File: config.mk
export PLATFORM = sky130hd
export DESIGN_NAME = pmbus_fault_status_regs
export DESIGN_NICKNAME = d
export VERILOG_FILES = /design/src/logic/status_flag_bank.v /design/src/logic/level_sync.v /design/src/logic/pmbus_fault_status_regs.v
export VERILOG_INCLUDE_DIRS = /design/src /design/src/logic
export SDC_FILE = /design/constraint.sdc
export NUM_CORES = 1
export LEC_CHECK = 0
export BUFFER_PORTS_ARGS = -buffer_cell sky130_fd_sc_hd__buf_2
export CORE_ASPECT_RATIO = 1.75
export CORE_MARGIN = 3
export CORE_UTILIZATION = 36
export DETAILED_ROUTE_END_ITERATION = 12
export HOLD_SLACK_MARGIN = 0.02
export PLACE_DENSITY = 0.74
export SLEW_MARGIN = 10
export SYNTH_ARGS = -nofsm -noshare
export SYNTH_HDL_FRONTEND = slang
export SYNTH_SLANG_ARGS = --single-unit
File: constraint.sdc
create_clock -name clock -period 1.7 [get_ports clock]
set_input_delay 0.17 -clock clock [delete_from_list [all_inputs] [get_ports clock]]
set_output_delay 0.17 -clock clock [all_outputs]
set_load 0.01 [all_outputs]
File: src/logic/pmbus_fault_status_consts.vh
// How it works
// - output-voltage byte bit 7 latches an output overvoltage fault until cleared.
// - output-voltage byte bit 6 latches an output overvoltage warning until cleared.
// - bit 5 latches undervoltage warning, bit 4 undervoltage fault, both sticky.
// - bit 3 latches when commanded output voltage breaks the min/max limit.
// - bit 2 latches when the start-up turn-on time limit runs out.
// - output-voltage bits 1 and 0 always read zero and ignore writes.
// - one overvoltage-fault mask covers fixed, tracking and pre-bias; extended mask splits them.
// - a clear-faults command or writing 1 to a flag clears it; 0 keeps it.
// - output-current byte bit 7 latches an overcurrent fault until cleared.
// - output-current byte bit 5 latches an overcurrent warning until cleared.
// - output-current bit 6 and bits 4 to 0 read zero, read-only.
// - input byte bit 7 latches an input overvoltage fault until cleared.
// - input byte bit 6, overvoltage warning, is unsupported and reads zero.
// - input byte bit 5 latches an input undervoltage warning and may raise alert.
// - input undervoltage warning stays masked until input first passes turn-on after reset.
// - input byte bit 3 is live: 0 when the input is on, 1 when off.
// - live low-input bit reads 1 when input or 5 V bias blocks conversion.
// - low-input bit is 1 from reset and never raises the alert.
// - every alert-capable flag has a mask bit; alert only on unmasked setting.
// - bytes answer one-byte read and write commands at codes 7A, 7B, 7C, 7D.
// - each summary bit is the OR of its byte's supported flags.
`ifndef PMBUS_FAULT_STATUS_CONSTS_VH
`define PMBUS_FAULT_STATUS_CONSTS_VH

// command codes
`define CMD_OUTPUT_VOLTAGE_STATUS 8'h7A
`define CMD_OUTPUT_CURRENT_STATUS 8'h7B
`define CMD_INPUT_SUPPLY_STATUS 8'h7C
`define CMD_TEMPERATURE_STATUS 8'h7D

// output-voltage byte
`define OUT_OVERVOLT_FAULT_BIT 7
`define OUT_OVERVOLT_WARN_BIT 6
`define OUT_UNDERVOLT_WARN_BIT 5
`define OUT_UNDERVOLT_FAULT_BIT 4
`define OUT_LIMIT_VIOLATION_BIT 3
`define STARTUP_TIMEOUT_BIT 2
`define VOUT_SUPPORTED 8'hFC

// output-current byte
`define OVERCURRENT_FAULT_BIT 7
`define OVERCURRENT_WARN_BIT 5
`define IOUT_SUPPORTED 8'hA0

// input byte
`define INPUT_OVERVOLT_FAULT_BIT 7
`define INPUT_UNDERVOLT_WARN_BIT 5
`define INPUT_OFF_LIVE_BIT 3
`define INPUT_SUPPORTED 8'hA0

// temperature byte
`define OVERTEMP_FAULT_BIT 7
`define OVERTEMP_WARN_BIT 6
`define TEMP_SUPPORTED 8'hC0

// extended overvoltage mask fields
`define EXT_MASK_FIXED 0
`define EXT_MASK_TRACKING 1
`define EXT_MASK_PREBIAS 2

// reset values
`define FLAGS_RESET 8'h00
`define BYTE_ZERO 8'h00
`define BYTE_ALL 8'hFF
`define INPUT_OFF_RESET 1'b1

`endif

File: src/logic/status_flag_bank.v
`timescale 1ns/1ps
module status_flag_bank (
  // clock and reset
  input wire clock,
  input wire sys_rst,
  // flag control
  input wire [7:0] setPulse,
  input wire [7:0] clearBits,
  input wire [7:0] supported,
  // state
  output reg [7:0] flags_reg
);
`include "pmbus_fault_status_consts.vh"

  reg [7:0] flags_next;

  // set is applied after clear so a coinciding event is never lost
  always @* begin
    flags_next = ((flags_reg & ~clearBits) | setPulse) & supported;
  end

  always @(posedge clock or posedge sys_rst) begin
    if (sys_rst) begin
      flags_reg <= `FLAGS_RESET;
    end else begin
      flags_reg <= flags_next;
    end
  end
endmodule // status_flag_bank

File: src/logic/level_sync.v
`timescale 1ns/1ps
module level_sync (
  // clock and reset
  input wire clock,
  input wire sys_rst,
  input wire resetLevel,
  // asynchronous level in, filtered level out
  input wire asyncIn,
  output reg level_reg
);
  reg stage1_reg;
  reg stage2_reg;
  reg stage3_reg;

  always @(posedge clock or posedge sys_rst) begin
    if (sys_rst) begin
      stage1_reg <= 1'b0;
      stage2_reg <= 1'b0;
      stage3_reg <= 1'b0;
    end else begin
      stage1_reg <= asyncIn;
      stage2_reg <= stage1_reg;
      stage3_reg <= stage2_reg;
    end
  end

  // resetLevel is not used here; level_reg always resets to 0 whatever the instance ties it to
  always @(posedge clock or posedge sys_rst) begin
    if (sys_rst) begin
      level_reg <= 1'b0;
    end else if (stage2_reg == stage3_reg) begin
      level_reg <= stage3_reg;
    end
  end
endmodule // level_sync

File: src/logic/pmbus_fault_status_regs.v
`timescale 1ns/1ps
module pmbus_fault_status_regs (
  // clock and reset
  input wire clock,
  input wire sys_rst,
  // decoded one-byte command port
  input wire cmdStrobe,
  input wire cmdIsWrite,
  input wire [7:0] cmdCode,
  input wire [7:0] cmdWriteData,
  input wire clearFaultsCmd,
  output reg [7:0] readData_reg,
  output reg readValid_reg,
  output reg cmdRejected_reg,
  // output voltage detectors, one-cycle pulses
  input wire ovFixedEvt,
  input wire ovTrackingEvt,
  input wire ovPrebiasEvt,
  input wire outOvWarnEvt,
  input wire outUvWarnEvt,
  input wire outUvFaultEvt,
  input wire outLimitEvt,
  input wire startupTimeoutEvt,
  // output current and temperature detectors, one-cycle pulses
  input wire overcurrentFaultEvt,
  input wire overcurrentWarnEvt,
  input wire overtempFaultEvt,
  input wire overtempWarnEvt,
  // input supply detectors
  input wire inputOvFaultEvt,
  input wire inputUvWarnEvt,
  input wire powerInputOnAsync,
  input wire bias5vOkAsync,
  // alert masks, 1 suppresses the alert
  input wire [7:0] voutAlertMask,
  input wire [7:0] ioutAlertMask,
  input wire [7:0] inputAlertMask,
  input wire [7:0] tempAlertMask,
  input wire [2:0] alertMaskExt,
  // summary and alert
  output reg voutSummary_reg,
  output reg ioutSummary_reg,
  output reg inputSummary_reg,
  output reg tempSummary_reg,
  output reg smbAlert_reg
);
`include "pmbus_fault_status_consts.vh"

  ////////////////////////////////////////////////////////////////////////////
  // command decode

  // clear pattern for one byte: clear-faults wipes all, a write clears the 1 positions
  function [7:0] clearFor;
    input [7:0] code;
    input [7:0] target;
    input strobe;
    input isWrite;
    input [7:0] data;
    input clearAll;
    begin
      if (clearAll) begin
        clearFor = `BYTE_ALL;
      end else if (strobe && isWrite && code == target) begin
        clearFor = data;
      end else begin
        clearFor = `BYTE_ZERO;
      end
    end
  endfunction

  function knownCode;
    input [7:0] code;
    begin
      knownCode = (code == `CMD_OUTPUT_VOLTAGE_STATUS) || (code == `CMD_OUTPUT_CURRENT_STATUS) ||
        (code == `CMD_INPUT_SUPPLY_STATUS) || (code == `CMD_TEMPERATURE_STATUS);
    end
  endfunction

  wire [7:0] voutClear;
  wire [7:0] ioutClear;
  wire [7:0] inputClear;
  wire [7:0] tempClear;

  assign voutClear = clearFor(cmdCode, `CMD_OUTPUT_VOLTAGE_STATUS, cmdStrobe, cmdIsWrite, cmdWriteData,
    clearFaultsCmd);
  assign ioutClear = clearFor(cmdCode, `CMD_OUTPUT_CURRENT_STATUS, cmdStrobe, cmdIsWrite, cmdWriteData,
    clearFaultsCmd);
  assign inputClear = clearFor(cmdCode, `CMD_INPUT_SUPPLY_STATUS, cmdStrobe, cmdIsWrite, cmdWriteData,
    clearFaultsCmd);
  assign tempClear = clearFor(cmdCode, `CMD_TEMPERATURE_STATUS, cmdStrobe, cmdIsWrite, cmdWriteData,
    clearFaultsCmd);

  ////////////////////////////////////////////////////////////////////////////
  // live input state

  wire powerInputOn;
  wire bias5vOk;
  reg inputOff_reg;
  reg inputSeenOn_reg;

  level_sync inputOnSync (
    .clock(clock),
    .sys_rst(sys_rst),
    .resetLevel(1'b0),
    .asyncIn(powerInputOnAsync),
    .level_reg(powerInputOn)
  );

  level_sync biasOkSync (
    .clock(clock),
    .sys_rst(sys_rst),
    .resetLevel(1'b0),
    .asyncIn(bias5vOkAsync),
    .level_reg(bias5vOk)
  );

  always @(posedge clock or posedge sys_rst) begin
    if (sys_rst) begin
      inputOff_reg <= `INPUT_OFF_RESET;
      inputSeenOn_reg <= 1'b0;
    end else begin
      // either rail blocks conversion, so either one marks the input off
      inputOff_reg <= ~(powerInputOn & bias5vOk);
      if (powerInputOn) begin
        inputSeenOn_reg <= 1'b1;
      end
    end
  end

  ////////////////////////////////////////////////////////////////////////////
  // flag set vectors

  reg [7:0] voutSet;
  reg [7:0] ioutSet;
  reg [7:0] inputSet;
  reg [7:0] tempSet;
  reg ovAlertCause;

  always @* begin
    voutSet = `BYTE_ZERO;
    voutSet[`OUT_OVERVOLT_FAULT_BIT] = ovFixedEvt | ovTrackingEvt | ovPrebiasEvt;
    voutSet[`OUT_OVERVOLT_WARN_BIT] = outOvWarnEvt;
    voutSet[`OUT_UNDERVOLT_WARN_BIT] = outUvWarnEvt;
    voutSet[`OUT_UNDERVOLT_FAULT_BIT] = outUvFaultEvt;
    voutSet[`OUT_LIMIT_VIOLATION_BIT] = outLimitEvt;
    voutSet[`STARTUP_TIMEOUT_BIT] = startupTimeoutEvt;
    ioutSet = `BYTE_ZERO;
    ioutSet[`OVERCURRENT_FAULT_BIT] = overcurrentFaultEvt;
    ioutSet[`OVERCURRENT_WARN_BIT] = overcurrentWarnEvt;
    inputSet = `BYTE_ZERO;
    inputSet[`INPUT_OVERVOLT_FAULT_BIT] = inputOvFaultEvt;
    inputSet[`INPUT_UNDERVOLT_WARN_BIT] = inputUvWarnEvt;
    tempSet = `BYTE_ZERO;
    tempSet[`OVERTEMP_FAULT_BIT] = overtempFaultEvt;
    tempSet[`OVERTEMP_WARN_BIT] = overtempWarnEvt;
    // each overvoltage source has its own extended mask under the shared one
    ovAlertCause = (ovFixedEvt & ~alertMaskExt[`EXT_MASK_FIXED]) |
      (ovTrackingEvt & ~alertMaskExt[`EXT_MASK_TRACKING]) |
      (ovPrebiasEvt & ~alertMaskExt[`EXT_MASK_PREBIAS]);
  end

  ////////////////////////////////////////////////////////////////////////////
  // alert causes

  reg [7:0] voutAlertSet;
  reg [7:0] inputAlertSet;

  always @* begin
    voutAlertSet = voutSet & ~voutAlertMask;
    voutAlertSet[`OUT_OVERVOLT_FAULT_BIT] = ovAlertCause & ~voutAlertMask[`OUT_OVERVOLT_FAULT_BIT];
    inputAlertSet = inputSet & ~inputAlertMask;
    // undervoltage warning cannot alert before the input has ever come up
    inputAlertSet[`INPUT_UNDERVOLT_WARN_BIT] = inputSet[`INPUT_UNDERVOLT_WARN_BIT] &
      ~inputAlertMask[`INPUT_UNDERVOLT_WARN_BIT] & inputSeenOn_reg;
  end

  ////////////////////////////////////////////////////////////////////////////
  // latched flags and pending alerts

  wire [7:0] voutFlags;
  wire [7:0] ioutFlags;
  wire [7:0] inputFlags;
  wire [7:0] tempFlags;
  wire [7:0] voutAlerts;
  wire [7:0] ioutAlerts;
  wire [7:0] inputAlerts;
  wire [7:0] tempAlerts;

  // unsupported positions are forced to zero by the support masks
  status_flag_bank voutBank (
    .clock(clock),
    .sys_rst(sys_rst),
    .setPulse(voutSet),
    .clearBits(voutClear),
    .supported(`VOUT_SUPPORTED),
    .flags_reg(voutFlags)
  );

  status_flag_bank ioutBank (
    .clock(clock),
    .sys_rst(sys_rst),
    .setPulse(ioutSet),
    .clearBits(ioutClear),
    .supported(`IOUT_SUPPORTED),
    .flags_reg(ioutFlags)
  );

  status_flag_bank inputBank (
    .clock(clock),
    .sys_rst(sys_rst),
    .setPulse(inputSet),
    .clearBits(inputClear),
    .supported(`INPUT_SUPPORTED),
    .flags_reg(inputFlags)
  );

  status_flag_bank tempBank (
    .clock(clock),
    .sys_rst(sys_rst),
    .setPulse(tempSet),
    .clearBits(tempClear),
    .supported(`TEMP_SUPPORTED),
    .flags_reg(tempFlags)
  );

  // pending alerts clear together with their flags, so the alert drops once serviced
  status_flag_bank voutAlertBank (
    .clock(clock),
    .sys_rst(sys_rst),
    .setPulse(voutAlertSet),
    .clearBits(voutClear),
    .supported(`VOUT_SUPPORTED),
    .flags_reg(voutAlerts)
  );

  status_flag_bank ioutAlertBank (
    .clock(clock),
    .sys_rst(sys_rst),
    .setPulse(ioutSet & ~ioutAlertMask),
    .clearBits(ioutClear),
    .supported(`IOUT_SUPPORTED),
    .flags_reg(ioutAlerts)
  );

  // live low-input bit is outside this bank, so it can never alert
  status_flag_bank inputAlertBank (
    .clock(clock),
    .sys_rst(sys_rst),
    .setPulse(inputAlertSet),
    .clearBits(inputClear),
    .supported(`INPUT_SUPPORTED),
    .flags_reg(inputAlerts)
  );

  status_flag_bank tempAlertBank (
    .clock(clock),
    .sys_rst(sys_rst),
    .setPulse(tempSet & ~tempAlertMask),
    .clearBits(tempClear),
    .supported(`TEMP_SUPPORTED),
    .flags_reg(tempAlerts)
  );

  ////////////////////////////////////////////////////////////////////////////
  // read path

  reg [7:0] readByte;

  always @* begin
    case (cmdCode)
      `CMD_OUTPUT_VOLTAGE_STATUS: begin
        readByte = voutFlags;
      end
      `CMD_OUTPUT_CURRENT_STATUS: begin
        readByte = ioutFlags;
      end
      `CMD_INPUT_SUPPLY_STATUS: begin
        readByte = inputFlags;
        // written value at this position is ignored; it only mirrors the rails
        readByte[`INPUT_OFF_LIVE_BIT] = inputOff_reg;
      end
      `CMD_TEMPERATURE_STATUS: begin
        readByte = tempFlags;
      end
      default: begin
        readByte = `BYTE_ZERO;
      end
    endcase
  end

  always @(posedge clock or posedge sys_rst) begin
    if (sys_rst) begin
      readData_reg <= `BYTE_ZERO;
      readValid_reg <= 1'b0;
      cmdRejected_reg <= 1'b0;
    end else begin
      readValid_reg <= cmdStrobe & ~cmdIsWrite & knownCode(cmdCode);
      cmdRejected_reg <= cmdStrobe & ~knownCode(cmdCode);
      if (cmdStrobe && !cmdIsWrite) begin
        readData_reg <= readByte;
      end
    end
  end

  ////////////////////////////////////////////////////////////////////////////
  // summary bits and alert

  always @(posedge clock or posedge sys_rst) begin
    if (sys_rst) begin
      voutSummary_reg <= 1'b0;
      ioutSummary_reg <= 1'b0;
      inputSummary_reg <= 1'b0;
      tempSummary_reg <= 1'b0;
      smbAlert_reg <= 1'b0;
    end else begin
      // follows the flags one cycle late; a set in flight reaches the summary two cycles later
      voutSummary_reg <= |voutFlags;
      ioutSummary_reg <= |ioutFlags;
      inputSummary_reg <= |inputFlags;
      tempSummary_reg <= |tempFlags;
      smbAlert_reg <= |{voutAlerts, ioutAlerts, inputAlerts, tempAlerts};
    end
  end
endmodule // pmbus_fault_status_regs

==> Yosys cells after proc, flatten, opt, wreduce, memory -nomap -nowiden <==
Cells that the tools add are included.
{ "word_totals": {"reg_bits": 49, "in_bits": 72, "out_inout_bits": 15, "elab_cells": 106} }
{ "op_classes": {"eq_ne": 6, "n_mux": 9, "bitwise": 50, "reduce_logical": 15} }
{ "op_table": {"columns": ["op", "n"], "rows": [
  ["8-bit AND", 11],
  ["8-bit 2-to-1 mux", 8],
  ["8-bit bitwise OR", 8],
  ["8-bit inverter", 7],
  ["8-bit by 7-bit equality test with 1-bit output, second input constant", 4],
  ["8-bit case mux with 4 select lines", 1],
  ["12-bit OR reduction", 1],
  ["1-bit AND", 10],
  ["1-bit inverter", 8],
  ["7-bit AND", 1],
  ["7-bit inverter", 1],
  ["1-bit logical AND", 6],
  ["2-bit OR reduction", 3],
  ["6-bit OR reduction", 1],
  ["1-bit bitwise OR", 4],
  ["1-bit logical OR", 3],
  ["1-bit equality test", 2],
  ["1-bit zero test", 1]
]} }

==> Longest topological paths before layout <==
Gate-level depths: netlist (run 1).
{ "logic_depth": {"depth_word": 7, "mapped_depth": 4, "depth_no_buf": 3} }

==> Cells and area by module <==
Synthesis (run 1) repeated with hierarchy kept, for this count alone.
{ "unflattened": {"cells_unflattened": 368, "area_unflattened_um2": 4674.5} }
{ "modules_own_cells": {"columns": ["mod", "n_inst", "cells_per_inst", "area_per_inst_um2", "seq_area_each_um2"], "rows": [
  ["status_flag_bank", 8, 25, 374.1, 200.2],
  ["pmbus_fault_status_regs", 1, 156, 1451.4, 426.7],
  ["level_sync", 2, 6, 115.1, 100.1]
]} }

==> Least setup slack after synthesis (run 1) <==
OpenSTA, ideal clock, no wires.
{ "synth_path": {"kind": "input-to-reg", "from": "in cmdCode[0]", "to": "reg voutBank.flags_reg[7]", "setup_ns": 0.129, "t_arrival_ns": 1.117, "required_time_ns": 1.571, "slack_ns": 0.454, "path_stages": 4, "path_buffers": 1, "path_cell_list": "buf_6 > nor3b_4 > a31oi_1 > a2111o_1"} }
{ "synth_via": {"elab_chain_cells": 7} }
{ "synth_lines": {"columns": ["element", "line_no", "rtl"], "rows": [
  ["start: declaration", "pmbus_fault_status_regs.v:9", "input wire [7:0] cmdCode,"],
  ["8-bit by 7-bit equality test with 1-bit output", "pmbus_fault_status_regs.v:63", "end else if (strobe && isWrite && code == target) begin"],
  ["1-bit logical AND", "pmbus_fault_status_regs.v:63", null],
  ["8-bit 2-to-1 mux", "pmbus_fault_status_regs.v:63", null],
  ["8-bit 2-to-1 mux", "pmbus_fault_status_regs.v:61", "if (clearAll) begin"],
  ["8-bit inverter", "status_flag_bank.v:19", "flags_next = ((flags_reg & ~clearBits) | setPulse) & supported;"],
  ["8-bit AND", "status_flag_bank.v:19", null],
  ["8-bit bitwise OR", "status_flag_bank.v:19", null],
  ["named net voutBank.flags_next[7]", "status_flag_bank.v:15", "reg [7:0] flags_next;"],
  ["end signal: assignment", "status_flag_bank.v:24", "flags_reg <= `FLAGS_RESET;"],
  ["end signal: assignment", "status_flag_bank.v:26", "flags_reg <= flags_next;"],
  ["end: declaration", "status_flag_bank.v:11", "output reg [7:0] flags_reg"]
]} }
The timed path passes the listed nets, and every way through them passes these cells.
A chain may end at the register's enable or synchronous reset.

==> Worst setup path in the final report (run 1) <==
{ "layout_path": {"from": "reg inputBank.flags_reg[5]", "to": "reg readData_reg[5]"} }
{ "layout_via": {"elab_chain_cells": 1} }
{ "layout_lines": {"columns": ["element", "line_no", "rtl"], "rows": [
  ["start: declaration", "status_flag_bank.v:11", null],
  ["start signal: assignment", "status_flag_bank.v:24", null],
  ["start signal: assignment", "status_flag_bank.v:26", null],
  ["8-bit case mux with 4 select lines", "pmbus_fault_status_regs.v:270", "case (cmdCode)"],
  ["end signal: assignment", "pmbus_fault_status_regs.v:293", "readData_reg <= `BYTE_ZERO;"],
  ["end signal: assignment", "pmbus_fault_status_regs.v:300", "readData_reg <= readByte;"],
  ["end: declaration", "pmbus_fault_status_regs.v:12", "output reg [7:0] readData_reg,"]
]} }
No other way between the ends.

==> impl_metrics.csv, run 1 <==
group,metric,value,unit
outcome,status,"completed",
yosys,synth_cells,164,
timing,layout_min_cycle_time,1.10,ns
clocking,htree_levels,2,
clocking,ctsResizeCount,0,
die,fp.dieW,61.9,microns
finish,fillCellCount,518,
yosys,ys.flop_type,"dfrtp_1",
timing,final_max_slew_viol_count,0,
route,ant_nets,0,
global_route,overflow,0,
timing,hold_violations,0,
worst_hold_path,min_to,"voutAlertBank.flags_reg[7]$_DFF_PP0_",
global_route,antenna_found_initial,0,
placed_design,dp.cells,297,
yosys,synth_top_cell_area_share,58.4,%
clocking,cts_hold_buffers,3,
route,drt_iter0_markers,31,
yosys,ys_ff_latch,47,
yosys,synthesis.area,1970,sq um
timing,setup_ws,0.597,ns
yosys,syn_area_per_cell,12.0,sq um
critical_path,path_buf_inv,0,
job,cap_viol_max_count,0,
yosys,synth-xor-area-share,0,%
clocking,cts-root-buf,"clkbuf_8",
critical_path,path_max_fanout,3,
timing,clock_skew,0.00411,ns
route,route.detailed.drc,0,
critical_path,cp.required,1.86,ns
global_route,grt_pass1_wl,7150,microns
timing,max_slew_margin,54.0,%
finish,instances_no_fill,307,
critical_path,crit_type,"flip-flop to flip-flop",
global_route,grt_pass1_vias,1547,
yosys,ys_top_cells_by_count,"dfrtp_1 (46), inv_1 (16), a21o_1 (11), nand2_1 (11), a22o_1 (10)",
yosys,synth_warnings,0,
placed_design,dp_slack,0.316,ns
yosys,synth_top_family_by_area,"compound AO/OA/AOI/OAI gates",
worst_hold_path,worstHoldPathType,"primary input to flip-flop",
yosys,synth-edff-count,0,
clocking,cts_tree,"built",
critical_path,slowest_stage,"dfrtp_1",
critical_path,reg2reg_from,"inputBank.flags_reg[5]$_DFF_PP0_",
yosys,synth_top_area_cell,"dfrtp_1",
critical_path,setup.worst_path.start_class,"flip-flop",
finish,drive_above_1_share,34.8,%
finish,synthToLayoutAreaGrowth,26.4,%
route,wire_per_inst,14.6,microns
yosys,synth.area.top_cells,"dfrtp_1 (58%), a22o_1 (4.4%), a21o_1 (4.2%), a41oi_1 (3.6%), inv_1 (3.0%)",
global_route,grt_start_max_net_pins,22,
timing,finalCritPeriodShare,64.9,%
die,row_count,35,
yosys,ys_seq_area_share,59.7,%
clocking,clkLatencyLatePin,0.29,ns
pwr,p_clk_share,34.1,%
pwr,leakagePower,1.21,nW
pwr,p_sw_share,22.2,%
pwr,powerDensity,895,nW/um^2
critical_path,rr_worst_depth,3,
worst_hold_path,hold_path_depth,2,
die,initial_core_util,37.2,%
yosys,ys_async_sr_fraction,100,%
clocking,ctsLongestPathBuffers,2,
die,core-area,5300,sq um
finish,regArea,1180,sq um
placed_design,finalWeightedCongestion,0.846,
timing,finalSetupTns,0,ns
yosys,synthMuxAreaShare,1.14,%
timing,max_freq,906,MHz
placed_design,port_buffers,62,
clocking,clkSinkCount,47,
die,die_area,6430,sq um
critical_path,critPathArrivalTime,1.27,ns
critical_path,r2r_end,"readData_reg[5]$_DFFE_PP0P_",
critical_path,worstSetupEndpointType,"flip-flop",
pwr,seq_power_share,55.0,%
critical_path,cp_top_family,"flip-flops",
timing,worst_pin_slew,0.685,ns
placed_design,dp_hpwl,3720,microns
pwr,combPwrFrac,10.9,%
route,viasPerCell,5.04,
clocking,cts_setup_buffers,0,
route,drt-total-wl,4500,microns
pwr,internal_power,1.74,mW
clocking,clkTransAtPathRegs,0.08,ns
critical_path,cp_slowest_stage_delay,0.40,ns
route,vias,1548,
pwr,ir_worst_vdd,0.575,mV
finish,nNetsFinal,305,
timing,finalSetupViolations,0,
yosys,synth_most_common_cell,"dfrtp_1",
critical_path,rrSetupSlack,0.60,ns
yosys,synth-compound-area-share,19.7,%
clocking,cts_made_buffers,5,
worst_hold_path,min_from,"voutAlertMask[7]",
critical_path,worst-path-stages,3,
die,io_pins,87,
yosys,yosys.area_share.simple,12.6,%
yosys,yosysUniqueCellTypes,42,
finish,multi_input_area,688,sq um
timing,rsz0062_at_grt,"no",
route,drt_pass1_iterations,4,
global_route,grt_util_all_layers,15.2,%
timing,holdWs,0.0430,ns
pwr,p_sw,0.495,mW
die,dieHeight,104,microns
critical_path,worstPathCellList,"and4bb_2, a211oi_1, o31ai_1",
finish,num_antenna_cells,0,
yosys,synthAdderAreaFrac,1.02,%
power groups by stage:
stage / clock network (mW) / logic (mW) / registers, mW
2_1_floorplan: 0 / 0.138 / 1.23
3_3_place_gp: 0 / 0.233 / 1.25
3_5_place_dp: 0 / 0.241 / 1.25
4_1_cts: 0.787 / 0.247 / 1.23
5_1_grt: 0.832 / 0.272 / 1.23
6_report: 0.760 / 0.244 / 1.23
per-stage QoR:
step	util [%]	cell area (sq um)	total power [mW]
CTS	47.0	2490	2.26
floorplan	-	1970	1.37
detailed placement	44.5	2360	1.49
global placement	44.5	2360	1.48
global route	47.0	2490	2.34
finish	47.0	2490	2.23
how the worst max path moves through the flow:
stage                                      from                                to  slack, ns
2_1_floorplan                           sys_rst  biasOkSync.level_reg$_DFFE_PP0N_       0.42
6_report       inputBank.flags_reg[5]$_DFF_PP0_       readData_reg[5]$_DFFE_PP0P_       0.60
3_5_place_dp                         cmdCode[3]   voutBank.flags_reg[7]$_DFF_PP0_       0.32
3_3_place_gp                         cmdCode[3]   voutBank.flags_reg[7]$_DFF_PP0_       0.34
5_1_grt         voutBank.flags_reg[5]$_DFF_PP0_       readData_reg[5]$_DFFE_PP0P_       0.43
4_1_cts         voutBank.flags_reg[5]$_DFF_PP0_       readData_reg[5]$_DFFE_PP0P_       0.57
per-layer routing:
layer / routed length (microns) / track usage (%) / up-vias
li1: - / - / 737
met1: 1660 / 17.7 / 742
met5: 0 / 0 / -
met2: 2450 / 25.0 / 59
met4: 130 / 7.59 / 0
met3: 246 / 3.35 / 10
kinds of logic (layout without fill, tap and decap cells):
kind of cell / Yosys count / after routing
adder cells (fa/ha/maj): 2 / 2
other: 1 / 2
flip-flops: 47 / 47
AO/OA/AOI/OAI: 49 / 49
multiplexers: 2 / 2
AND/OR/NAND/NOR: 39 / 39
buffers and inverters: 24 / 92
area by class of cell:
cell class / instances / area share, %
inverter: 16 / 2.41
multi-input combinational: 94 / 27.6
tap: 74 / 3.72
sequential: 47 / 47.3
timing repair buffer: 69 / 14.9
clock inverter: 1 / 1.21
clock buffer: 6 / 2.91
placed cells by master (no fill, tap or decap), drive strengths merged, types with 4 or more instances in the layout:
cell type / n
a21o: 11
a22o: 10
a31oi: 4
a41oi: 8
buf: 66
clkbuf: 6
dfrtp: 46
inv: 15
nand2: 11
nor4: 4
or2: 4
(Power assumes the default switching activity.)
==> run 2, diff against run 1 <==
==> constraint.sdc (replaced) <==
create_clock -name clock -period 1.06 [get_ports clock]
set_input_delay 0.106 -clock clock [delete_from_list [all_inputs] [get_ports clock]]
set_output_delay 0.106 -clock clock [all_outputs]
set_load 0.01 [all_outputs]
==> run 2 against run 1 <==
Core utilization rose by 6.8 points. Clock skew grew 0.0015 ns. First-iteration DRC count increased by 26%. Combinational power rose by 110%. Worst hold slack better by 0.052 ns. Via count increased by 8.6%. Clock power up 76%. Critical endpoint is now smbAlert_reg$_DFF_PP0_. Largest cell class unchanged.
==> impl_metrics.csv, run 2 (same netlist as run 1, synthesis figures left out) <==
group,metric,value,unit
outcome,status,"completed",
global_route,antenna_found_initial,0,
critical_path,cp.required,1.24,ns
global_route,grt_pass1_vias,1763,
critical_path,worstSetupEndpointType,"flip-flop",
finish,instances_no_fill,340,
clocking,cts-root-buf,"clkbuf_8",
finish,final_cell_mix,"buf_2 (62), dfrtp_1 (46), buf_4 (19)",
die,row_count,35,
finish,layout_commonest_cell,"buf_2",
timing,finalCritPeriodShare,98.8,%
worst_hold_path,worstHoldPathType,"primary input to flip-flop",
die,initial_core_util,37.2,%
finish,finalInstanceArea,2850,sq um
pwr,ir_worst_vdd,0.803,mV
finish,drive_above_1_share,39.8,%
placed_design,port_buffers,62,
route,drt_iter0_markers,39,
finish,synthToLayoutAreaGrowth,44.6,%
timing,finalSetupViolations,0,
route,route.detailed.drc,0,
timing,final_max_slew_viol_count,0,
clocking,cts_tree,"built",
clocking,clkTransAtPathRegs,0.08,ns
critical_path,setup.worst_path.start_class,"flip-flop",
die,io_pins,87,
route,ant_nets,0,
timing,clock_skew,0.00565,ns
die,dieHeight,104,microns
die,core-area,5300,sq um
clocking,cts_setup_buffers,0,
pwr,total_power,3.82,mW
timing,max_freq,955,MHz
clocking,clkLatencyLatePin,0.30,ns
clocking,htree_levels,2,
pwr,powerDensity,1340,nW/um^2
critical_path,critPathArrivalTime,1.22,ns
timing,layout_min_cycle_time,1.05,ns
placed_design,finalWeightedCongestion,0.864,
clocking,clkSinkCount,47,
timing,holdWs,0.0947,ns
critical_path,crit_type,"flip-flop to flip-flop",
global_route,grt_util_all_layers,16.5,%
placed_design,dp_hpwl,3920,microns
critical_path,path_max_fanout,2,
clocking,ctsLongestPathBuffers,2,
finish,nNetsFinal,337,
route,wire_per_inst,14.6,microns
die,fp.dieW,61.9,microns
clocking,cts_made_buffers,5,
job,cap_viol_max_count,0,
global_route,grt_start_max_net_pins,22,
die,die_area,6430,sq um
finish,num_antenna_cells,0,
timing,hold_violations,0,
timing,rsz0062_at_grt,"yes",
global_route,grt_pass1_wl,7860,microns
pwr,leakagePower,1.39,nW
route,drt-total-wl,4960,microns
placed_design,placed_cell_area,2510,sq um
global_route,overflow,0,
route,drt_pass1_iterations,4,
route,vias,1681,
placed_design,dp.cells,314,
route,viasPerCell,4.94,
[run 2: path summary, 6_finish.rpt]
kind | start | endpoint | slack (ns) | cells past startpoint
setup / recovery | inputAlertBank.flags_reg[7]$_DFF_PP0_ | smbAlert_reg$_DFF_PP0_ | 0.01 | 3
hold / removal | voutAlertMask[5] | voutAlertBank.flags_reg[5]$_DFF_PP0_ | 0.09 | 3
min in group asynchronous | sys_rst | inputOnSync.level_reg$_DFFE_PP0N_ | 0.32 | 3
setup reg to reg | inputAlertBank.flags_reg[7]$_DFF_PP0_ | smbAlert_reg$_DFF_PP0_ | 0.01 | 3
max in group asynchronous | sys_rst | inputOff_reg$_DFF_PP1_ | 0.26 | 4
hold reg to reg | inputOnSync.stage1_reg$_DFF_PP0_ | inputOnSync.stage2_reg$_DFF_PP0_ | 0.36 | 0
[run 2: cell type report]
| cell class | instances | area [sq um] |
|---|---|---|
| well taps | 74 | 92.6 |
| flip-flops and latches | 47 | 1180 |
| inverters | 16 | 63.8 |
| clock buffers | 6 | 82.6 |
| multi-input cells | 94 | 724 |
| repair buffers | 101 | 673 |
| fillers | 461 | 2450 |
| clock inverters | 2 | 35.0 |
[run 2: critical path: stages, from the launching register on]
cell and delay [ns]:
dfrtp_1 0.40, nor4_2 0.30, buf_4 0.16, nand3_2 0.06
[run 2: per-stage QoR]
stage	setup TNS (ns)	setup slack, ns	util [%]
finish	0	0.0132	53.8
CTS	-0.0129	-0.0129	53.8
detailed placement	-2.20	-0.128	47.5
global route	-0.0829	-0.0638	53.8
global placement	-1.88	-0.102	47.5
floorplan	-0.0627	-0.0627	-
[run 2: repair_timing]
action	CTS	global route
hold buffers	18	0
endpoints found under the setup margin	3	3
pin swaps	3	1
hold endpoints to repair	26	0
gates resized for setup	6	0
gates cloned	0	0
[run 2: where the power goes]
group	switching (mW)	internal, mW	total (mW)	leakage [nW]
logic	0.230	0.293	0.523	0.785
registers	0.0696	1.90	1.97	0.541
clock network	0.573	0.763	1.34	0.0612
[run 2: layer usage]
layer	up-vias	track usage, %	part of all wire (%)
met2	64	28.3	54
met4	0	9.56	4.1
met3	15	2.61	4.4
met1	806	18.1	38
li1	796	-	-
met5	-	0	0
